[config.mk]
export PLATFORM = sky130hd
export DESIGN_NAME = pmp_power_pins
export DESIGN_NICKNAME = d
export VERILOG_FILES = /design/src/pmp_pkg.sv /design/src/pmp_debounce.sv /design/src/pmp_power_pins.sv
export SDC_FILE = /design/constraint.sdc
export NUM_CORES = 1
export LEC_CHECK = 0
export ABC_AREA = 1
export BUFFER_PORTS_ARGS = -buffer_cell sky130_fd_sc_hd__buf_2
export CAP_MARGIN = 10
export CORE_MARGIN = 3
export CORE_UTILIZATION = 50
export CTS_CLUSTER_SIZE = 20
export DETAILED_ROUTE_END_ITERATION = 8
export PLACE_DENSITY = 0.67
export SKIP_CTS_REPAIR_TIMING = 1
export SYNTH_ARGS = -nofsm -noshare
export SYNTH_HDL_FRONTEND = slang
export SYNTH_SLANG_ARGS = --single-unit
[constraint.sdc]
create_clock -name mclk_in -period 2.48 [get_ports mclk_in]
set_input_delay 0.496 -clock mclk_in [delete_from_list [all_inputs] [get_ports mclk_in]]
set_output_delay 0.496 -clock mclk_in [all_outputs]
set_load 0.005 [all_outputs]
[src/pmp_pkg.sv]
`default_nettype none
package pmp_pkg;

    // Register byte offsets on the Avalon-MM slave.
    localparam logic [3:0] PMP_OFS_STATUS = 4'h0;
    localparam logic [3:0] PMP_OFS_IRQ = 4'h4;
    localparam logic [3:0] PMP_OFS_MASK = 4'h8;
    localparam logic [3:0] PMP_OFS_CTRL = 4'hC;

    // Number of debounced carrier inputs and their bit positions.
    localparam int PMP_NIN = 9;
    localparam int PMP_B_SUPPLY_FAULT = 0;
    localparam int PMP_B_RESET_REQ = 1;
    localparam int PMP_B_POWER_BUTTON = 2;
    localparam int PMP_B_SLEEP_REQ = 3;
    localparam int PMP_B_LID_CLOSED = 4;
    localparam int PMP_B_CELL_DEPLETED = 5;
    localparam int PMP_B_CHARGING = 6;
    localparam int PMP_B_CHARGER_DC = 7;
    localparam int PMP_B_TEST_MODE = 8;
    localparam int PMP_B_BUS_ALERT = 9;
    localparam int PMP_NEV = 10;

    // Control register fields.
    localparam int PMP_C_RUN = 0;
    localparam int PMP_C_WDT_EXPIRED = 1;
    localparam int PMP_C_BOARD_RESET = 2;
    localparam int PMP_C_DEB_LSB = 8;
    localparam int PMP_DEB_W = 16;

    // Reset values.
    localparam logic [PMP_DEB_W-1:0] PMP_DEB_RESET = 16'h0010;
    localparam logic [PMP_NEV-1:0] PMP_MASK_RESET = 10'h000;

    // Sequencer timing: supplies settle before the board is released.
    localparam int PMP_SETTLE_NS = 1000;
    localparam int PMP_CLK_NS = 8;
    localparam int PMP_SETTLE_CYC = (PMP_SETTLE_NS + PMP_CLK_NS - 1)
        / PMP_CLK_NS;
    localparam logic [7:0] PMP_SETTLE_LAST = 8'(PMP_SETTLE_CYC - 1);

    typedef enum logic [3:0] {
        PMP_ST_OFF = 4'h1,
        PMP_ST_SETTLE = 4'h2,
        PMP_ST_RUN = 4'h4,
        PMP_ST_STANDBY = 4'h8
    } pmp_state_e;

    // Active-high conditions seen by the sequencer after filtering.
    typedef struct packed {
        logic bus_alert;
        logic test_mode;
        logic charger_dc;
        logic charging;
        logic cell_depleted;
        logic lid_closed;
        logic sleep_req;
        logic power_button;
        logic reset_req;
        logic supply_fault;
    } pmp_cond_s;

    // Avalon-MM slave request.
    typedef struct packed {
        logic [3:0] address;
        logic read;
        logic write;
        logic [31:0] writedata;
    } pmp_avl_req_s;

endpackage
`default_nettype wire

[src/pmp_debounce.sv]
`default_nettype none
module pmp_debounce
    import pmp_pkg::*;
(
    input wire logic mclk_in,
    input wire logic resetn_in,
    input wire logic pin_n_in,
    input wire logic [PMP_DEB_W-1:0] limit_in,
    output logic active_out
);

    logic sync1_q;
    logic sync2_q;
    logic [PMP_DEB_W-1:0] cnt_q;
    logic [PMP_DEB_W-1:0] cnt_d;
    logic active_q;
    logic differs;
    logic settled;

    // Pins idle high by pull-up, so the synchroniser resets to high.
    assign differs = (~sync2_q) != active_q;
    assign settled = differs && (cnt_q >= limit_in);
    assign cnt_d = differs ? cnt_q + 16'h0001 : 16'h0000;
    assign active_out = active_q;

    always_ff @(posedge mclk_in or negedge resetn_in) begin
        if (!resetn_in) begin
            sync1_q <= 1'b1;
            sync2_q <= 1'b1;
            cnt_q <= 16'h0000;
            active_q <= 1'b0;
        end else begin
            sync1_q <= pin_n_in;
            sync2_q <= sync1_q;
            cnt_q <= settled ? 16'h0000 : cnt_d;
            if (settled) begin
                active_q <= ~sync2_q;
            end
        end
    end

endmodule
`default_nettype wire

[src/pmp_power_pins.sv]
`default_nettype none
//////////////////////////////////////////////////////////////////////////////
// Functional notes
// Supplies stay off while the carrier signals a supply fault.
// Carrier powers its circuits only after board power-on is asserted.
// Board standby goes low whenever the suspend-to-RAM indication is low; here only once the sequencer has reached the run state.
// A low external reset request resets the module logic; here it only drives the sequencer off, and the registers keep their values.
// Power button is active low, level sensitive and debounced.
// Sleep request is active low, level sensitive and debounced.
// A debounced low lid input means the lid is closed.
// A low cell-depleted input reports a battery-low condition.
// Carrier holds charging low while charging, floats it when done.
// A low charger input reports that charger DC input is present.
// A low test input selects test mode; high means normal operation.
// A low bus alert input is an interrupt request.
// An active-low reset output holds carrier circuits in reset.
// Watchdog output is driven only during runtime, else released.
// Power-management bus data and clock are open drain.
// Inputs are synchronised, then passed after a stable count; bus alert and suspend are only synchronised.
// Reset output stays asserted whenever the module is in reset.
module pmp_power_pins
    import pmp_pkg::*;
(
    input wire logic mclk_in,
    input wire logic resetn_in,
    input wire logic input_supply_fault_n_in,
    input wire logic reset_request_n_in,
    input wire logic power_button_n_in,
    input wire logic sleep_request_n_in,
    input wire logic lid_closed_n_in,
    input wire logic cell_depleted_n_in,
    input wire logic charging_n_in,
    input wire logic charger_dc_present_n_in,
    input wire logic test_mode_n_in,
    input wire logic pm_bus_alert_n_in,
    input wire logic suspend_ram_state_n_in,
    input wire logic pm_bus_sda_in,
    input wire logic pm_bus_scl_in,
    input wire logic pm_bus_sda_drive_low_in,
    input wire logic pm_bus_scl_drive_low_in,
    input wire logic [3:0] avs_address_in,
    input wire logic avs_read_in,
    input wire logic avs_write_in,
    input wire logic [31:0] avs_writedata_in,
    output logic [31:0] avs_readdata_out,
    output logic avs_waitrequest_out,
    output logic supplies_enable_out,
    output logic board_power_on_out,
    output logic board_standby_n_out,
    output logic board_reset_n_out,
    output logic watchdog_expired_n_out,
    output logic watchdog_expired_n_oe_out,
    output logic pm_bus_sda_out,
    output logic pm_bus_sda_oe_out,
    output logic pm_bus_scl_out,
    output logic pm_bus_scl_oe_out,
    output logic test_mode_out,
    output logic irq_out
);

    //////////////////////////////////////////////////////////////////////////
    // Input filtering.

    pmp_avl_req_s req;
    pmp_cond_s cond;
    logic [PMP_NIN-1:0] pins_n;
    logic [PMP_NIN-1:0] filt;
    logic alert_s1_q;
    logic alert_s2_q;
    logic [PMP_DEB_W-1:0] deb_limit_q;

    assign req = '{address: avs_address_in, read: avs_read_in,
                   write: avs_write_in, writedata: avs_writedata_in};

    assign pins_n = {test_mode_n_in, charger_dc_present_n_in, charging_n_in,
                     cell_depleted_n_in, lid_closed_n_in, sleep_request_n_in,
                     power_button_n_in, reset_request_n_in,
                     input_supply_fault_n_in};

    // The same filter serves every carrier level input except the bus alert and the suspend indication.
    genvar gi;
    generate
        for (gi = 0; gi < PMP_NIN; gi++) begin : g_deb
            pmp_debounce u_deb (
                .mclk_in(mclk_in),
                .resetn_in(resetn_in),
                .pin_n_in(pins_n[gi]),
                .limit_in(deb_limit_q),
                .active_out(filt[gi])
            );
        end
    endgenerate

    // The alert is an interrupt level and is only synchronised.
    always_ff @(posedge mclk_in or negedge resetn_in) begin
        if (!resetn_in) begin
            alert_s1_q <= 1'b1;
            alert_s2_q <= 1'b1;
        end else begin
            alert_s1_q <= pm_bus_alert_n_in;
            alert_s2_q <= alert_s1_q;
        end
    end

    assign cond = {~alert_s2_q, filt};

    //////////////////////////////////////////////////////////////////////////
    // Power sequencer.
    // Supplies come up first; the carrier is released after settling.

    pmp_state_e state_q;
    pmp_state_e state_d;
    logic [7:0] settle_q;
    logic [7:0] settle_d;
    logic supply_ok;
    logic susp_s1_q;
    logic susp_s2_q;
    logic run_q;
    logic wdt_exp_q;
    logic sw_reset_q;

    assign supply_ok = !cond.supply_fault && !cond.reset_req;

    always_comb begin
        state_d = state_q;
        unique case (state_q)
            PMP_ST_OFF: begin
                if (supply_ok) begin
                    state_d = PMP_ST_SETTLE;
                end
            end
            PMP_ST_SETTLE: begin
                if (!supply_ok) begin
                    state_d = PMP_ST_OFF;
                end else if (settle_q == PMP_SETTLE_LAST) begin
                    state_d = PMP_ST_RUN;
                end
            end
            PMP_ST_RUN: begin
                if (!supply_ok) begin
                    state_d = PMP_ST_OFF;
                end else if (!susp_s2_q) begin
                    state_d = PMP_ST_STANDBY;
                end
            end
            PMP_ST_STANDBY: begin
                if (!supply_ok) begin
                    state_d = PMP_ST_OFF;
                end else if (susp_s2_q) begin
                    state_d = PMP_ST_RUN;
                end
            end
            default: state_d = PMP_ST_OFF;
        endcase
    end

    assign settle_d = (state_q == PMP_ST_SETTLE) ? settle_q + 8'h01 : 8'h00;

    always_ff @(posedge mclk_in or negedge resetn_in) begin
        if (!resetn_in) begin
            state_q <= PMP_ST_OFF;
            settle_q <= 8'h00;
            susp_s1_q <= 1'b1;
            susp_s2_q <= 1'b1;
        end else begin
            state_q <= state_d;
            settle_q <= settle_d;
            susp_s1_q <= suspend_ram_state_n_in;
            susp_s2_q <= susp_s1_q;
        end
    end

    //////////////////////////////////////////////////////////////////////////
    // Registered pin outputs.
    // The bus lines are open drain: the module only ever pulls them low.
    // Their level inputs are not used by this block.

    logic in_reset;
    logic running;

    assign in_reset = (state_d == PMP_ST_OFF) || (state_d == PMP_ST_SETTLE);
    assign running = (state_d == PMP_ST_RUN) && run_q;

    always_ff @(posedge mclk_in or negedge resetn_in) begin
        if (!resetn_in) begin
            supplies_enable_out <= 1'b0;
            board_power_on_out <= 1'b0;
            board_standby_n_out <= 1'b1;
            board_reset_n_out <= 1'b0;
            watchdog_expired_n_out <= 1'b1;
            watchdog_expired_n_oe_out <= 1'b0;
            pm_bus_sda_out <= 1'b0;
            pm_bus_sda_oe_out <= 1'b0;
            pm_bus_scl_out <= 1'b0;
            pm_bus_scl_oe_out <= 1'b0;
            test_mode_out <= 1'b0;
        end else begin
            supplies_enable_out <= (state_d != PMP_ST_OFF);
            board_power_on_out <= !in_reset;
            board_standby_n_out <= !(state_d == PMP_ST_STANDBY);
            board_reset_n_out <= !in_reset && !sw_reset_q;
            watchdog_expired_n_out <= !wdt_exp_q;
            watchdog_expired_n_oe_out <= running;
            pm_bus_sda_out <= 1'b0;
            pm_bus_sda_oe_out <= pm_bus_sda_drive_low_in;
            pm_bus_scl_out <= 1'b0;
            pm_bus_scl_oe_out <= pm_bus_scl_drive_low_in;
            test_mode_out <= cond.test_mode;
        end
    end

    //////////////////////////////////////////////////////////////////////////
    // Events, interrupt and Avalon-MM registers.

    logic [PMP_NEV-1:0] level;
    logic [PMP_NEV-1:0] level_q;
    logic [PMP_NEV-1:0] rise;
    logic [PMP_NEV-1:0] irq_q;
    logic [PMP_NEV-1:0] mask_q;
    logic [31:0] rdata_d;
    logic hit_status;
    logic hit_irq;
    logic hit_mask;
    logic hit_ctrl;
    logic rd_irq;
    logic [31:0] ctrl_rd;
    logic bus_idle_q;
    logic [PMP_NEV-1:0] irq_clr;
    logic [PMP_NEV-1:0] irq_d;

    // Lid, cell, charger and charging levels are reported as status.
    assign level = cond;
    assign rise = level & ~level_q;

    assign hit_status = req.address == PMP_OFS_STATUS;
    assign hit_irq = req.address == PMP_OFS_IRQ;
    assign hit_mask = req.address == PMP_OFS_MASK;
    assign hit_ctrl = req.address == PMP_OFS_CTRL;
    assign rd_irq = req.read && hit_irq && !bus_idle_q;

    assign ctrl_rd = {8'h00, deb_limit_q, 5'h00, sw_reset_q, wdt_exp_q,
                      run_q};
    assign rdata_d = hit_status ? {22'h0, level} :
                     hit_irq ? {22'h0, irq_q} :
                     hit_mask ? {22'h0, mask_q} :
                     hit_ctrl ? ctrl_rd : 32'h0000_0000;

    // A read clears only the bits that it returned, so an event that lands
    // between the data capture and the clear is kept for the next read.
    // A new event also wins over a clearing read in the same cycle.
    assign irq_clr = rd_irq ? avs_readdata_out[PMP_NEV-1:0] : '0;
    assign irq_d = (irq_q & ~irq_clr) | rise;

    always_ff @(posedge mclk_in or negedge resetn_in) begin
        if (!resetn_in) begin
            level_q <= '0;
            irq_q <= '0;
            irq_out <= 1'b0;
        end else begin
            level_q <= level;
            irq_q <= irq_d;
            irq_out <= |(irq_d & mask_q);
        end
    end

    // Every access is answered one cycle after it is presented.
    always_ff @(posedge mclk_in or negedge resetn_in) begin
        if (!resetn_in) begin
            bus_idle_q <= 1'b1;
            avs_waitrequest_out <= 1'b1;
            avs_readdata_out <= 32'h0000_0000;
        end else begin
            bus_idle_q <= !(req.read || req.write) || !bus_idle_q;
            avs_waitrequest_out <= !((req.read || req.write) && bus_idle_q);
            if (req.read && bus_idle_q) begin
                avs_readdata_out <= rdata_d;
            end
        end
    end

    always_ff @(posedge mclk_in or negedge resetn_in) begin
        if (!resetn_in) begin
            mask_q <= PMP_MASK_RESET;
            deb_limit_q <= PMP_DEB_RESET;
            run_q <= 1'b0;
            wdt_exp_q <= 1'b0;
            sw_reset_q <= 1'b0;
        end else if (req.write && !bus_idle_q) begin
            if (hit_mask) begin
                mask_q <= req.writedata[PMP_NEV-1:0];
            end
            if (hit_ctrl) begin
                run_q <= req.writedata[PMP_C_RUN];
                wdt_exp_q <= req.writedata[PMP_C_WDT_EXPIRED];
                sw_reset_q <= req.writedata[PMP_C_BOARD_RESET];
                deb_limit_q <= req.writedata[PMP_C_DEB_LSB +: PMP_DEB_W];
            end
        end
    end

endmodule
`default_nettype wire

==> impl_metrics.ini <==
[outcome]
status = finished clean

[yosys]
synthTopCellsByArea = dfrtp_1 39%, ha_1 13%, nand2_1 8.5%, nor2_1 5.9%, dfstp_2 4.6%
synth-seq-area-share_pct = 44.05
async_reset_ff_share_pct = 100.0
synth_top_cell_area_share_pct = 39.44
synth_top_area_cell = dfrtp_1
netlist_top_cells_count = 349 x nand2_1, 243 x dfrtp_1, 241 x nor2_1
ys.flop_type = dfrtp_1
yosysUniqueCellTypes = 42
ys_ff_latch = 270
yosysMostFrequentCell = nand2_1
syn-cell-area_sq_um = 15420
synthCells = 1732
synth_edf_count = 0
syn_avg_cell_area_sq_um = 8.901
yosys_warnings = 0

[setup_path]
r2r_end = g_deb[1].u_deb.cnt_q[11]$_DFF_PN0_
crit_chain = clkinvlp_4 -> buf_4 -> ha_1 -> a21oi_1 -> nor2_1 -> nor3_1 -> nand2_1 -> nand2_1 -> nand4_4 -> nor2_1
crit_cells = 10
critical_path_class = reg -> reg
r2r_start = deb_limit_q[5]$_DFFE_PN0P_
crit_family = simple AND/OR/NAND/NOR gates
reg2reg_depth = 10
crit_buf_inv = 2
startpoint_type = register
critical_path.slowest_cell = dfrtp_1
worstPathRequired_ps = 2950
cpPeakStageDelay_ps = 370
end_kind = register
worstPathArrival_ps = 2750
r2r_slack_ps = 200
path_max_fanout = 16

[timing]
max_slew_margin_pct = 62.53
timing.final.crit_share_pct = 91.87
clock_skew_ps = 21.47
setup_violations = 0
fin_crit_ps = 2278
tightest_slew_ps = 560.7
max_freq_mhz = 438.9
slew_viol_final = 0
hold_viol = 0
tns_ps = 0
whs_ps = 19.41

[clock_network]
cts.sinks = 270
cts_inserted_buffers = 31
tritoncts = done
cts.clk_slew.worst_paths_ps = 60
clock_path_buffers = 3
htree_levels = 1
clock_latency_ps = 570
cts-root-buf = clkbuf_16

[die]
num_io_pins = 100
die-area_sq_um = 32970
row_count = 63
die_height_um = 181.6
die-width_um = 181.6
core_area_sq_um = 30030
start_util_pct = 51.33

[final_layout]
num_antenna_cells = 0
fillers = 2621
drive_gt1_share_pct = 16.91
nets = 2071
area_growth_pct = 14.33

[pwr]
powerDensity_nw_per_um2 = 660.4
vdd_drop_max_mv = 0.5365
leakagePower_nw = 8.600

[routing]
wl_per_cell_um = 15.16
vias = 11752
postRouteAntennaNets = 0
vias_per_cell = 5.163
drt_iter0_markers = 666
totalWireLength_um = 34500
route.detailed.drc = 0
drt_first_pass_iters = 5

[placed_design]
hpwl_um = 24760
gp_congestion = 0.8527
portBuffers = 79

[global_routing]
grt_max_degree = 65
use_met1_pct = 28.58
antenna_found_initial = 0
busiest_layer = met2
gr-total-overflow = 0
grt_pass1_vias = 11846
met3_usage_pct = 2.744
grt_pass1_wl_um = 58500
met2_usage_pct = 36.69
grt_use_total_pct = 21.39

[hold_path]
holdCritStartpoint = lid_closed_n_in
min_to = g_deb[4].u_deb.sync1_q$_DFF_PN1_
whs_path_depth = 1
worstHoldPathType = in -> reg

[run]
max-cap-violations = 0
worst max-delay path by stage:
stage	slack, ps	start	endpoint
after floorplan	710	deb_limit_q[11]$_DFFE_PN0P_	g_deb[8].u_deb.cnt_q[7]$_DFF_PN0_
after global placement	240	deb_limit_q[5]$_DFFE_PN0P_	g_deb[1].u_deb.cnt_q[15]$_DFF_PN0_
after detailed placement	200	deb_limit_q[5]$_DFFE_PN0P_	g_deb[1].u_deb.cnt_q[11]$_DFF_PN0_
after CTS	120	deb_limit_q[5]$_DFFE_PN0P_	g_deb[1].u_deb.cnt_q[10]$_DFF_PN0_
after global routing	-4	deb_limit_q[5]$_DFFE_PN0P_	g_deb[5].u_deb.cnt_q[1]$_DFF_PN0_
final	200	deb_limit_q[5]$_DFFE_PN0P_	g_deb[1].u_deb.cnt_q[11]$_DFF_PN0_
logic make-up after synthesis:
| family | synth area share [%] |
|---|---|
| fa+ha+maj | 12.58 |
| buf+inv | 5.722 |
| simple gates | 23.45 |
| mux | 0.3652 |
| flops | 44.05 |
| other cells | 0.02433 |
| xor+xnor | 6.590 |
| compound gates | 7.223 |
worst register-to-register path: stages (launching register included):
cell,delay [ps]
dfrtp_1,370
clkinvlp_4,260
buf_4,250
ha_1,310
a21oi_1,150
nor2_1,50
nor3_1,150
nand2_1,70
nand2_1,140
nand4_4,250
nor2_1,180
where the power goes:
part,total (mW),leakage [nW],switching (mW),internal [mW]
Sequential,4.83,3.49,0.157,4.67
Clock,5.03,0.559,1.88,3.15
Combinational,1.79,4.56,1.13,0.659
stage by stage:
| step | utilization [%] | area [sq um] | total power, mW | worst slack, ps | instances |
|---|---|---|---|---|---|
| floorplan | - | 15450 | 5.849 | 710.6 | 1741 |
| global placement | 54.73 | 16440 | 6.605 | 237.2 | 2214 |
| detailed placement | 54.73 | 16440 | 6.676 | 205.0 | 2214 |
| CTS | 58.54 | 17580 | 11.77 | 115.4 | 2272 |
| global route | 58.69 | 17630 | 12.22 | -3.703 | 2276 |
| finish | 58.69 | 17630 | 11.64 | 201.6 | 2276 |
flip-flops by register name (all words and copies together) (netlist names), 4 cells and up:
name and cells:
avs_readdata_out 24, mask_q 10, g_deb.u_deb.sync1_q 9, irq_q 10, g_deb.u_deb.active_out 9, deb_limit_q 16
level_q 10, g_deb.u_deb.cnt_q 144, g_deb.u_deb.sync2_q 9, settle_q 8, state_q 4
layout by cell type (no fill, tap or decap), types with 19 or more instances in the layout:
cell type  synthesis  final
a21oi_1           60     60
nor2_2            51     53
ha_1             155    155
buf_4             14     33
xnor2_1           41     41
nor3_1            29     29
nand3_1           65     65
dfrtp_1          243    243
nand2_1          349    349
buf_2              3     78
a21oi_2           19     19
nand4_1           30     30
nor2_1           241    239
o21ai_0           30     30
inv_1            165    163
o21ai_1           29     29
xor2_1            75     75
clkbuf_16          0     31
dfstp_2           27     27
layout make-up:
type	instances	area, sq um	share of cell area (%)
Inverter	168	638.1	3.620
Clock buffer	41	893.4	5.068
Tap cell	390	488.0	2.769
Sequential cell	270	6790	38.52
Clock inverter	17	250.2	1.420
Multi-Input combinational cell	1271	7782	44.15
Timing Repair Buffer	119	783.3	4.444
routing by layer:
layer | vias to the layer above | share of wire, %
li1 | 5886 | -
met1 | 5578 | 45
met2 | 229 | 48
met3 | 59 | 4.5
met4 | 0 | 2.8
met5 | - | 0
No activity file was read; power rests on OpenSTA's default activity.
